<file path="config.mk">
export PLATFORM = sky130hd
export DESIGN_NAME = rpso_top
export DESIGN_NICKNAME = d
export VERILOG_FILES = /design/src/rpso_pkg.sv /design/src/rpso_sync_if.sv /design/src/rpso_sync.sv /design/src/rpso_top.sv
export SDC_FILE = /design/constraint.sdc
export NUM_CORES = 1
export LEC_CHECK = 0
export BUFFER_PORTS_ARGS = -buffer_cell sky130_fd_sc_hd__buf_2
export CAP_MARGIN = 20
export CORE_ASPECT_RATIO = 0.6
export CORE_MARGIN = 2
export CORE_UTILIZATION = 53
export CTS_BUF_LIST = sky130_fd_sc_hd__clkbuf_2
export CTS_CLUSTER_DIAMETER = 80
export DETAILED_ROUTE_END_ITERATION = 8
export GPL_ROUTABILITY_DRIVEN = 0
export PLACE_DENSITY = 0.77
export SLEW_MARGIN = 20
export SYNTH_ARGS = -nofsm -noshare
export SYNTH_HDL_FRONTEND = slang
export SYNTH_SLANG_ARGS = --single-unit
</file>
<file path="constraint.sdc">
create_clock -name core_clk -period 1.75 [get_ports core_clk]
set_clock_uncertainty 0.15 [all_clocks]
set_input_delay 0.175 -clock core_clk [delete_from_list [all_inputs] [get_ports core_clk]]
set_output_delay 0.175 -clock core_clk [all_outputs]
set_load 0.01 [all_outputs]
</file>
<file path="src/rpso_pkg.sv">
package rpso_pkg;

  // ----------------------------------------
  // Timing
  // ----------------------------------------
  localparam int unsigned CLK_HZ          = 10_000_000;
  localparam int unsigned CLK_PERIOD_NS   = 100;
  localparam int unsigned HOLD_TIME_US    = 5600;
  localparam int unsigned HOLD_CYCLES     = (HOLD_TIME_US * 1000 + CLK_PERIOD_NS - 1) / CLK_PERIOD_NS;
  localparam int unsigned REF_CLK_HZ      = 6_000_000;
  localparam int unsigned HOLD_CNT_W      = 16;

  // ----------------------------------------
  // Reset values
  // ----------------------------------------
  localparam logic RST_OUT_N_RESET  = 1'h0;
  localparam logic PWR_EN_N_RESET   = 1'h1;
  localparam logic EE_OE_N_RESET    = 1'h1;
  localparam logic SYNC_RESET       = 1'h0;
  localparam logic PIN_N_SYNC_RESET = 1'h1;
  localparam logic PIN_DRIVE_RESET  = 1'h0;

  // ----------------------------------------
  // Sequencer states
  // ----------------------------------------
  typedef enum logic [1:0] {
    RPSO_HOLD    = 2'b00,
    RPSO_RUN     = 2'b01,
    RPSO_EXT_RST = 2'b10
  } rpso_state_type;

endpackage

</file>
<file path="src/rpso_sync_if.sv">
`timescale 1ns/1ps
`default_nettype none

interface rpso_sync_if;
  logic ext_reset_n_raw;
  logic suspend_raw;
  logic configured_raw;
  logic ext_reset_n;
  logic suspend;
  logic configured;

  modport sync (
    input  ext_reset_n_raw,
    input  suspend_raw,
    input  configured_raw,
    output ext_reset_n,
    output suspend,
    output configured
  );
  modport user (
    input ext_reset_n,
    input suspend,
    input configured
  );
endinterface

`default_nettype wire

</file>
<file path="src/rpso_sync.sv">
`timescale 1ns/1ps
`default_nettype none

module rpso_sync (
  input  wire logic    core_clk,
  input  wire logic    rst,
  input  wire logic    clk_en,
  rpso_sync_if.sync    sif
);

  // ----------------------------------------
  // Two-stage pin synchronisers
  // ----------------------------------------
  logic [2:0] stage1_ff;
  logic [2:0] stage2_ff;
  logic [2:0] raw_bits;
  logic [2:0] rst_vals;

  assign raw_bits = {sif.configured_raw, sif.suspend_raw, sif.ext_reset_n_raw};
  // External reset idles high so it must not glitch low out of reset
  assign rst_vals = {rpso_pkg::SYNC_RESET, rpso_pkg::SYNC_RESET, rpso_pkg::PIN_N_SYNC_RESET};

  genvar gi;
  generate
    for (gi = 0; gi < 3; gi++) begin : g_bit
      always_ff @(posedge core_clk) begin
        if (rst) begin
          stage1_ff[gi] <= rst_vals[gi];
          stage2_ff[gi] <= rst_vals[gi];
        end else if (clk_en) begin
          stage1_ff[gi] <= raw_bits[gi];
          stage2_ff[gi] <= stage1_ff[gi];
        end
      end
    end
  endgenerate

  assign sif.ext_reset_n = stage2_ff[0];
  assign sif.suspend     = stage2_ff[1];
  assign sif.configured  = stage2_ff[2];

endmodule

`default_nettype wire

</file>
<file path="src/rpso_top.sv">
`timescale 1ns/1ps
`default_nettype none

// Summary of operation
// - Reset output low 5.6 ms after power-up
// - External reset low forces reset output low
// - USB bus reset never touches reset output
// - EEPROM pins tri-stated in reset, clock driven after
// - Power enable low once configured and out of reset, high in suspend
// - Oscillator output stops during USB suspend
// - Reference clock is 6 MHz crystal or external
module rpso_top #(
  parameter int unsigned HOLD_CYCLES = rpso_pkg::HOLD_CYCLES,
  parameter int unsigned CNT_W       = rpso_pkg::HOLD_CNT_W
) (
  input  wire logic core_clk,
  input  wire logic rst,
  input  wire logic clk_en,
  input  wire logic ext_reset_n,
  input  wire logic usb_bus_reset,
  input  wire logic usb_configured,
  input  wire logic usb_suspend,
  input  wire logic osc_in,
  input  wire logic ee_select_in,
  input  wire logic ee_clock_in,
  input  wire logic ee_data_in,
  input  wire logic ee_data_oe_req,
  output logic      reset_out_n,
  output logic      power_enable_n,
  output logic      osc_out,
  output logic      eeprom_select,
  output logic      eeprom_select_oe_n,
  output logic      eeprom_serial_clock,
  output logic      eeprom_serial_clock_oe_n,
  output logic      eeprom_data_io_out,
  output logic      eeprom_data_io_oe_n
);

  // ----------------------------------------
  // Elaboration checks
  // ----------------------------------------
  // Counter must reach HOLD_CYCLES-1 without wrapping
  if (HOLD_CYCLES < 1 || HOLD_CYCLES >= (64'h1 << CNT_W)) begin : g_bad_hold
    $error("hold count does not fit counter");
  end

  // ----------------------------------------
  // Input synchronisation
  // ----------------------------------------
  rpso_sync_if sif ();

  assign sif.ext_reset_n_raw = ext_reset_n;
  assign sif.suspend_raw     = usb_suspend;
  assign sif.configured_raw  = usb_configured;

  rpso_sync u_sync (
    .core_clk (core_clk),
    .rst      (rst),
    .clk_en   (clk_en),
    .sif      (sif.sync)
  );

  // Bus reset deliberately has no load: it must not reach reset_out_n
  logic unused_bus_reset;
  assign unused_bus_reset = usb_bus_reset;

  // ----------------------------------------
  // Reset sequencer
  // ----------------------------------------
  rpso_pkg::rpso_state_type state_ff;
  rpso_pkg::rpso_state_type nxt_state;
  logic [CNT_W-1:0]         cnt_ff;
  logic [CNT_W-1:0]         nxt_cnt;
  logic                     hold_done;
  logic                     ext_low;

  assign ext_low   = !sif.ext_reset_n;
  assign hold_done = (cnt_ff == CNT_W'(HOLD_CYCLES - 1));

  always_comb begin
    nxt_state = state_ff;
    nxt_cnt   = cnt_ff;
    case (state_ff)
      rpso_pkg::RPSO_HOLD: begin
        if (ext_low) begin
          nxt_state = rpso_pkg::RPSO_EXT_RST;
          nxt_cnt   = '0;
        end else if (hold_done) begin
          nxt_state = rpso_pkg::RPSO_RUN;
        end else begin
          nxt_cnt = cnt_ff + CNT_W'(1);
        end
      end
      rpso_pkg::RPSO_RUN: begin
        if (ext_low) begin
          nxt_state = rpso_pkg::RPSO_EXT_RST;
        end
      end
      rpso_pkg::RPSO_EXT_RST: begin
        nxt_cnt = '0;
        if (!ext_low) begin
          nxt_state = rpso_pkg::RPSO_HOLD;
        end
      end
      default: begin
        nxt_state = rpso_pkg::RPSO_HOLD;
        nxt_cnt   = '0;
      end
    endcase
  end

  always_ff @(posedge core_clk) begin
    if (rst) begin
      state_ff <= rpso_pkg::RPSO_HOLD;
      cnt_ff   <= '0;
    end else if (clk_en) begin
      state_ff <= nxt_state;
      cnt_ff   <= nxt_cnt;
    end
  end

  // ----------------------------------------
  // Output registers
  // ----------------------------------------
  logic in_reset_nxt;
  logic nxt_pwr_en_n;
  logic osc_s1_ff;
  logic osc_s2_ff;

  assign in_reset_nxt = (nxt_state != rpso_pkg::RPSO_RUN);
  // Stays enabled only while configured and not suspended
  assign nxt_pwr_en_n = in_reset_nxt || !sif.configured || sif.suspend;

  // Oscillator sampled onto core clock; a real cell would gate the analog output
  always_ff @(posedge core_clk) begin
    if (rst) begin
      osc_s1_ff <= rpso_pkg::SYNC_RESET;
      osc_s2_ff <= rpso_pkg::SYNC_RESET;
    end else if (clk_en) begin
      osc_s1_ff <= osc_in;
      osc_s2_ff <= osc_s1_ff;
    end
  end

  always_ff @(posedge core_clk) begin
    if (rst) begin
      reset_out_n              <= rpso_pkg::RST_OUT_N_RESET;
      power_enable_n           <= rpso_pkg::PWR_EN_N_RESET;
      osc_out                  <= rpso_pkg::PIN_DRIVE_RESET;
      eeprom_select_oe_n       <= rpso_pkg::EE_OE_N_RESET;
      eeprom_serial_clock_oe_n <= rpso_pkg::EE_OE_N_RESET;
      eeprom_data_io_oe_n      <= rpso_pkg::EE_OE_N_RESET;
      eeprom_select            <= rpso_pkg::PIN_DRIVE_RESET;
      eeprom_serial_clock      <= rpso_pkg::PIN_DRIVE_RESET;
      eeprom_data_io_out       <= rpso_pkg::PIN_DRIVE_RESET;
    end else if (clk_en) begin
      reset_out_n              <= !in_reset_nxt;
      power_enable_n           <= nxt_pwr_en_n;
      osc_out                  <= sif.suspend ? osc_out : osc_s2_ff;
      eeprom_select_oe_n       <= in_reset_nxt;
      eeprom_serial_clock_oe_n <= in_reset_nxt;
      eeprom_data_io_oe_n      <= in_reset_nxt || !ee_data_oe_req;
      eeprom_select            <= ee_select_in;
      eeprom_serial_clock      <= ee_clock_in;
      eeprom_data_io_out       <= ee_data_in;
    end
  end
endmodule

`default_nettype wire

</file>
==> out/metrics.csv, run 1 <==
metric;value;unit
maxcap violations;0;
Clk pin slew, worst setup/hold paths;0.19;ns
Rows;15;
Critical Path RT;1.89;ns
Post-Synth Adder-Cell Area;0.8170;%
routed vias;1546;
worst reg2reg path startpoint;state_ff[0];
Crit. Startpoint;state_ff[0];
CTS buffer count;5;
Crit path max-delay family;buffers and inverters;
NetSw;0.0003545;W
PwrDens;622.7;nW/µm²
Yosys reg bits;34;
Core Region;2815;µm²
largest family of logic cells by synthesized area;simple AND/OR/NAND/NOR gates;
largest net degree at the start of global routing;26;
number of global-route vias before repair;1344;
WL final;4495;µm
fin area;2141;µm²
clk root buf;clkbuf_2;
part of the power in combinational logic;13.0;%
# fillers;189;
Max clock buf depth;2;
Worst Path Max Fanout;6;
worst setup path endpoint;cnt_ff[11];
multiplexer area fraction after synthesis;7.843;%
gr ovfl total;0;
Reg2Reg Setup Slack;-0.11;ns
WS Path Type;flip-flop to flip-flop;
critical path, cell by cell;buf_4, or2b_1, buf_6, nand3_4, a211oi_4, buf_6, nand3_1, a21oi_2;
Synth Area in Compound Gates;16.18;%
Critical Path End Type;flip-flop;
switching share of total power;26.59;%
Die X;73.40;µm
cell depth of the worst setup path;8;
DRT Pass-1 Iters;5;
crit-path max cell delay;0.36;ns
setup violators final;16;
most common cell after layout, fill and taps aside;dfxtp_1;
Initial Util;54.40;%
Int Pwr;0.0009786;W
placed cells;242;
Synth Area in XOR/XNOR;4.003;%
placed instance area;1841;µm²
Final Max Tran Viols;0;
I/O Pins;21;
Most common cell on crit path;buf_6;
Achievable Freq;537.6;MHz
H-tree levels;2;
Synth cell types;41;
synthesized area;1531;µm²
worst r2r path cells;8;
fin cells;263;
Antenna Nets Post-Route;0;
ratio of cells with drive above 1 in the final layout;38.86;%
Clock power frac;26.0;%
most frequent cells in the layout;dfxtp_1, buf_4, nor2_1;
Data arrival, critical path;2.00;ns
Yosys warning count;0;
leakage power;0.8523;nW
Post-DP HPWL;2686;µm
synth top area cells;dfxtp_1, mux2i_1, nor2_1;
global-route wire length before repair;6203;µm
Mapped Cells;169;
Overall Global Routing Usage;25.46;%
pre-CTS setup slack;-0.1124;ns
Worst VDD drop;535.9;µV
Mapped Nets;182;
run status;finished, violations left;
most area-hungry cell type in the Yosys netlist;dfxtp_1;
fin worst setup slack;-0.1102;ns
Seq/Total Area, Yosys;44.44;%
layout net count;241;
initial DRC count;147;
worst-skew pair later-pin latency;0.38;ns
crit path max-delay cell type;dfxtp_2;
mean area per synthesized cell;9.062;µm²
routed vias/inst;5.878;
Hold Crit Class;input port to flip-flop;
# DRC;0;
PortBufs;19;
unrepaired setup endpoints after global routing;true;
CTS tree;done;
CTS Sinks;34;
violated checks;setup timing;
CP Buf/Inv Count;3;
diode count;0;
Die Span Y;45.64;µm
WL per Instance;17.09;µm
post-synthesis async set-or-reset flop share;0;%
post-synth top area share;44.44;%
Post-synth top flop;dfxtp_1;
EDFF count, synth;0;
Synth Area in Simple Gates;23.45;%
initial antenna violation count;0;
final hold viol count;0;
die area;3350;µm²
reg-to-reg critical path endpoint;cnt_ff[11];
Least-Margin Pin Slew;0.4353;ns
sequential share of power;61.0;%
area delta synth->final;39.79;%
period utilization;106.3;%
crit start category;flip-flop;
relative slew slack;70.98;%
crit path time final;1.860;ns
[worst min-delay path by stage]
stage                      startpoint             endpoint  slack (ns)  depth (start not counted)
after floorplan           ext_reset_n  u_sync.stage1_ff[0]        0.15                          1
final                             rst   eeprom_data_io_out        0.04                          2
after CTS                         rst  u_sync.stage1_ff[1]        0.02                          2
after detailed placement  ext_reset_n  u_sync.stage1_ff[0]        0.26                          2
after global placement    ext_reset_n  u_sync.stage1_ff[0]        0.23                          2
after global routing              rst   u_sync.sif.suspend        0.04                          2
[cell type report]
cell class	count	area, µm²	share of cell area [%]
Multi-Input combinational cell	123	923.4	43.13
Sequential cell	34	686.9	32.09
Timing Repair Buffer	59	430.4	20.11
Tap cell	34	42.54	1.987
Clock buffer	6	30.03	1.403
Inverter	5	18.77	0.8767
Clock inverter	2	8.758	0.4091
[through the flow]
step                util (%)  hold WS, ns  power [W]     TNS (ns)
global placement       65.38       0.2324  0.0009576  -0.00007383
global route           76.04      0.03687   0.001395       -1.730
floorplan                  -       0.1474  0.0009102     -0.01172
detailed placement     65.38       0.2628  0.0009674      -0.3459
finish                 76.04      0.04154   0.001333      -0.7345
CTS                    72.80      0.02197   0.001334      -0.8589
[flip-flops by register name (all words and copies together) (netlist names)]
| register | flops |
|---|---|
| eeprom_data_io_out | 1 |
| power_enable_n | 1 |
| u_sync.sif.ext_reset_n | 1 |
| u_sync.sif.suspend | 1 |
| osc_s2_ff | 1 |
| eeprom_select | 1 |
| cnt_ff | 16 |
| u_sync.stage1_ff | 3 |
| eeprom_serial_clock_oe_n | 1 |
| osc_out | 1 |
| eeprom_serial_clock | 1 |
| osc_s1_ff | 1 |
| u_sync.sif.configured | 1 |
| eeprom_data_io_oe_n | 1 |
| reset_out_n | 1 |
| state_ff | 2 |
[synthesized netlist by cell type, types with 2 or more instances]
cell and count:
a21oi_1 11, nor3_1 3, a21o_1 4, nor2_1 23
dfxtp_1 34, o22ai_1 2, nor2b_1 3, nand2_1 11
a211o_1 2, xor2_1 4, nand4_1 3, o21ai_0 4
xnor2_1 3, inv_1 5, clkbuf_1 4, nand3_1 10
and3_1 2, mux2i_1 12, a21oi_2 2, o21bai_1 2
nand2b_1 5
[per-layer routing]
metal / vias up / global-route usage (%) / share of wire (%)
met5: - / 0 / 0
met4: 0 / 12.73 / 4.0
met3: 39 / 9.292 / 8.0
met2: 89 / 40.36 / 46
met1: 707 / 31.14 / 42
li1: 711 / - / -
[power groups by stage]
stage | Sequential [W] | Combinational [W] | Clock (W)
2_1_floorplan | 0.000828 | 0.0000818 | 0
3_3_place_gp | 0.000823 | 0.000134 | 0
3_5_place_dp | 0.000826 | 0.000141 | 0
4_1_cts | 0.000810 | 0.000161 | 0.000363
5_1_grt | 0.000817 | 0.000186 | 0.000392
6_report | 0.000814 | 0.000173 | 0.000347
[what timing repair did]
item	in CTS	in global routing
buffers inserted	5	1
hold endpoints to repair	8	0
hold buffers	8	0
gates resized for setup	15	18
pin swaps	14	15
endpoints found under the setup margin	13	21
[logic make-up after synthesis]
logic type | Yosys count
mux | 12
fa+ha+maj | 1
compound gates | 35
flops | 34
xor+xnor | 7
simple gates | 68
buf+inv | 12
No activity file was read; power rests on OpenSTA's default activity.
==> inputs of run 2 (changes only) <==
--- a/config.mk
+++ b/config.mk
@@ -19,3 +19,4 @@
 export SYNTH_ARGS = -nofsm -noshare
 export SYNTH_HDL_FRONTEND = slang
 export SYNTH_SLANG_ARGS = --single-unit
+export TNS_END_PERCENT = 5
==> run 2 against run 1 <==
First-iteration DRC count fell by 19%. Sequential power barely moved. Fmax fell by 0.79%. Clock power rose by 2%. Sequential share of layout area did not move. The run still ends with setup timing left. Final cell count did not move. Register-to-register slack barely moved. Critical path depth did not move. Largest cell class unchanged. Highest routed layer unchanged. Critical path type unchanged. Combinational power barely moved. Power rose by 0.48%. Final area did not move. Critical endpoint is now cnt_ff[12].
==> out/metrics.csv, run 2 (synthesis results as in run 1) <==
metric;value;unit;change
gr busiest metal;met2;;
area delta synth->final;39.79;%;unchanged
global-route wire length before repair;6134;µm;-1.1%
most frequent cells in the layout;dfxtp_1, buf_4, nor2_1;;
Max clock buf depth;2;;unchanged
WHS;0.04095;ns;-0.0005901 ns
DRT Pass-1 Iters;4;;-1
number of global-route vias before repair;1316;;-2.1%
Core Region;2815;µm²;unchanged
period utilization;107.1;%;+0.85 points
worst-skew pair later-pin latency;0.38;ns;about the same
met2 GRT Util;39.28;%;-1.1 points
PortBufs;19;;unchanged
placed cells;242;;unchanged
Clk pin slew, worst setup/hold paths;0.19;ns;about the same
Data arrival, critical path;2.00;ns;about the same
crit start category;flip-flop;;
diode count;0;;unchanged
Die X;73.40;µm;unchanged
clk root buf;clkbuf_2;;
fin cells;263;;unchanged
PwrDens;625.7;nW/µm²;+0.48%
Final Max Tran Viols;0;;unchanged
die area;3350;µm²;unchanged
CTS tree;done;;
unrepaired setup endpoints after global routing;true;;
met1 usage;31.96;%;+0.82 points
Worst VDD drop;533.0;µV;-0.54%
I/O Pins;21;;unchanged
Achievable Freq;533.3;MHz;-0.79%
routed vias/inst;5.783;;-1.6%
overall power;0.001340;W;+0.48%
run status;finished, violations left;;
Critical Path End Type;flip-flop;;
Die Span Y;45.64;µm;unchanged
crit path time final;1.875;ns;+0.01489 ns
layout net count;241;;unchanged
leakage power;0.8547;nW;+0.28%
max FFs per register;16;;unchanged
Overall Global Routing Usage;25.12;%;-0.34 points
Antenna Nets Post-Route;0;;unchanged
Initial Util;54.40;%;unchanged
WS Path Type;flip-flop to flip-flop;;
most common cell after layout, fill and taps aside;dfxtp_1;;
initial antenna violation count;0;;unchanged
Post-DP HPWL;2686;µm;unchanged
largest registers;cnt_ff: 16 flops, u_sync.stage1_ff: 3 flops, state_ff: 2 flops;;
largest net degree at the start of global routing;26;;unchanged
fin worst setup slack;-0.1251;ns;-0.01489 ns
initial DRC count;119;;-19%
CTS buffer count;5;;unchanged
gr ovfl total;0;;unchanged
Rows;15;;unchanged
Critical Path RT;1.87;ns;-0.02 ns
maxcap violations;0;;unchanged
final hold viol count;0;;unchanged
Hold Crit Class;input port to flip-flop;;
relative slew slack;70.83;%;-0.15 points
setup violators final;14;;-2
CTS Sinks;34;;unchanged
Least-Margin Pin Slew;0.4376;ns;+0.002310 ns
violated checks;setup timing;;
# DRC;0;;unchanged
WL per Instance;17.11;µm;+0.11%
WL final;4500;µm;+0.11%
H-tree levels;2;;unchanged
Biggest register;cnt_ff;;
# fillers;190;;+0.53%
Worst Path Max Fanout;4;;-2
ratio of cells with drive above 1 in the final layout;38.43;%;-0.44 points
routed vias;1521;;-1.6%
GR Layer Usage met3;8.186;%;-1.1 points
[run 2: worst max-delay path: stages (launching register included)]
cell,delay [ns]
dfxtp_2,0.37
buf_6,0.12
or2b_1,0.23
buf_6,0.15
nor3b_2,0.19
buf_4,0.18
nand3_2,0.10
xor2_1,0.22
nor2_1,0.06
[run 2: per-stage QoR]
| step | setup slack (ns) | area [µm²] | TNS [ns] | util, % |
|---|---|---|---|---|
| 2_1_floorplan | -0.01172 | 1531 | -0.01172 | - |
| 3_3_place_gp | -0.00007383 | 1841 | -0.00007383 | 65.38 |
| 3_5_place_dp | -0.1124 | 1841 | -0.3459 | 65.38 |
| 4_1_cts | -0.1136 | 2033 | -0.9209 | 72.22 |
| 5_1_grt | -0.2096 | 2141 | -1.785 | 76.04 |
| 6_report | -0.1251 | 2141 | -0.8063 | 76.04 |
[run 2: layer usage]
layer,up-vias,share of wire (%)
met1,712,43
met3,25,6.5
met4,0,4.6
met5,-,0
li1,711,-
met2,73,46
[run 2: final cells by class]
cell class	count	area, µm²	share of cell area [%]
clock buffer	6	30.03	1.403
clock inverter	2	8.758	0.4091
inverter	5	18.77	0.8767
multi-input combinational	123	919.6	42.96
sequential	34	686.9	32.09
tap	34	42.54	1.987
timing repair buffer	59	434.2	20.28
[run 2: final timing paths]
path          startpoint            endpoint  slack, ns  depth (start not counted)
max reg2reg  state_ff[0]          cnt_ff[12]      -0.13                          8
min                  rst  u_sync.sif.suspend       0.04                          2
min reg2reg    osc_s2_ff             osc_out       0.32                          2
max          state_ff[0]          cnt_ff[12]      -0.13                          8
[run 2: power breakdown]
part           internal [W]  total, W  leakage (nW)  switching, W
registers          0.000798  0.000814         0.278     0.0000156
logic             0.0000828  0.000172         0.546     0.0000893
clock network     0.0000982  0.000354        0.0304      0.000256
[run 2: what timing repair did]
| item | in CTS | in global routing |
|---|---|---|
| setup buffers | 4 | 2 |
| endpoints found under the hold margin | 8 | 0 |
| hold buffers | 8 | 0 |
| pin swaps | 11 | 16 |
| resized for setup | 13 | 20 |
| cloned | 0 | 0 |
| setup endpoints to repair | 13 | 21 |
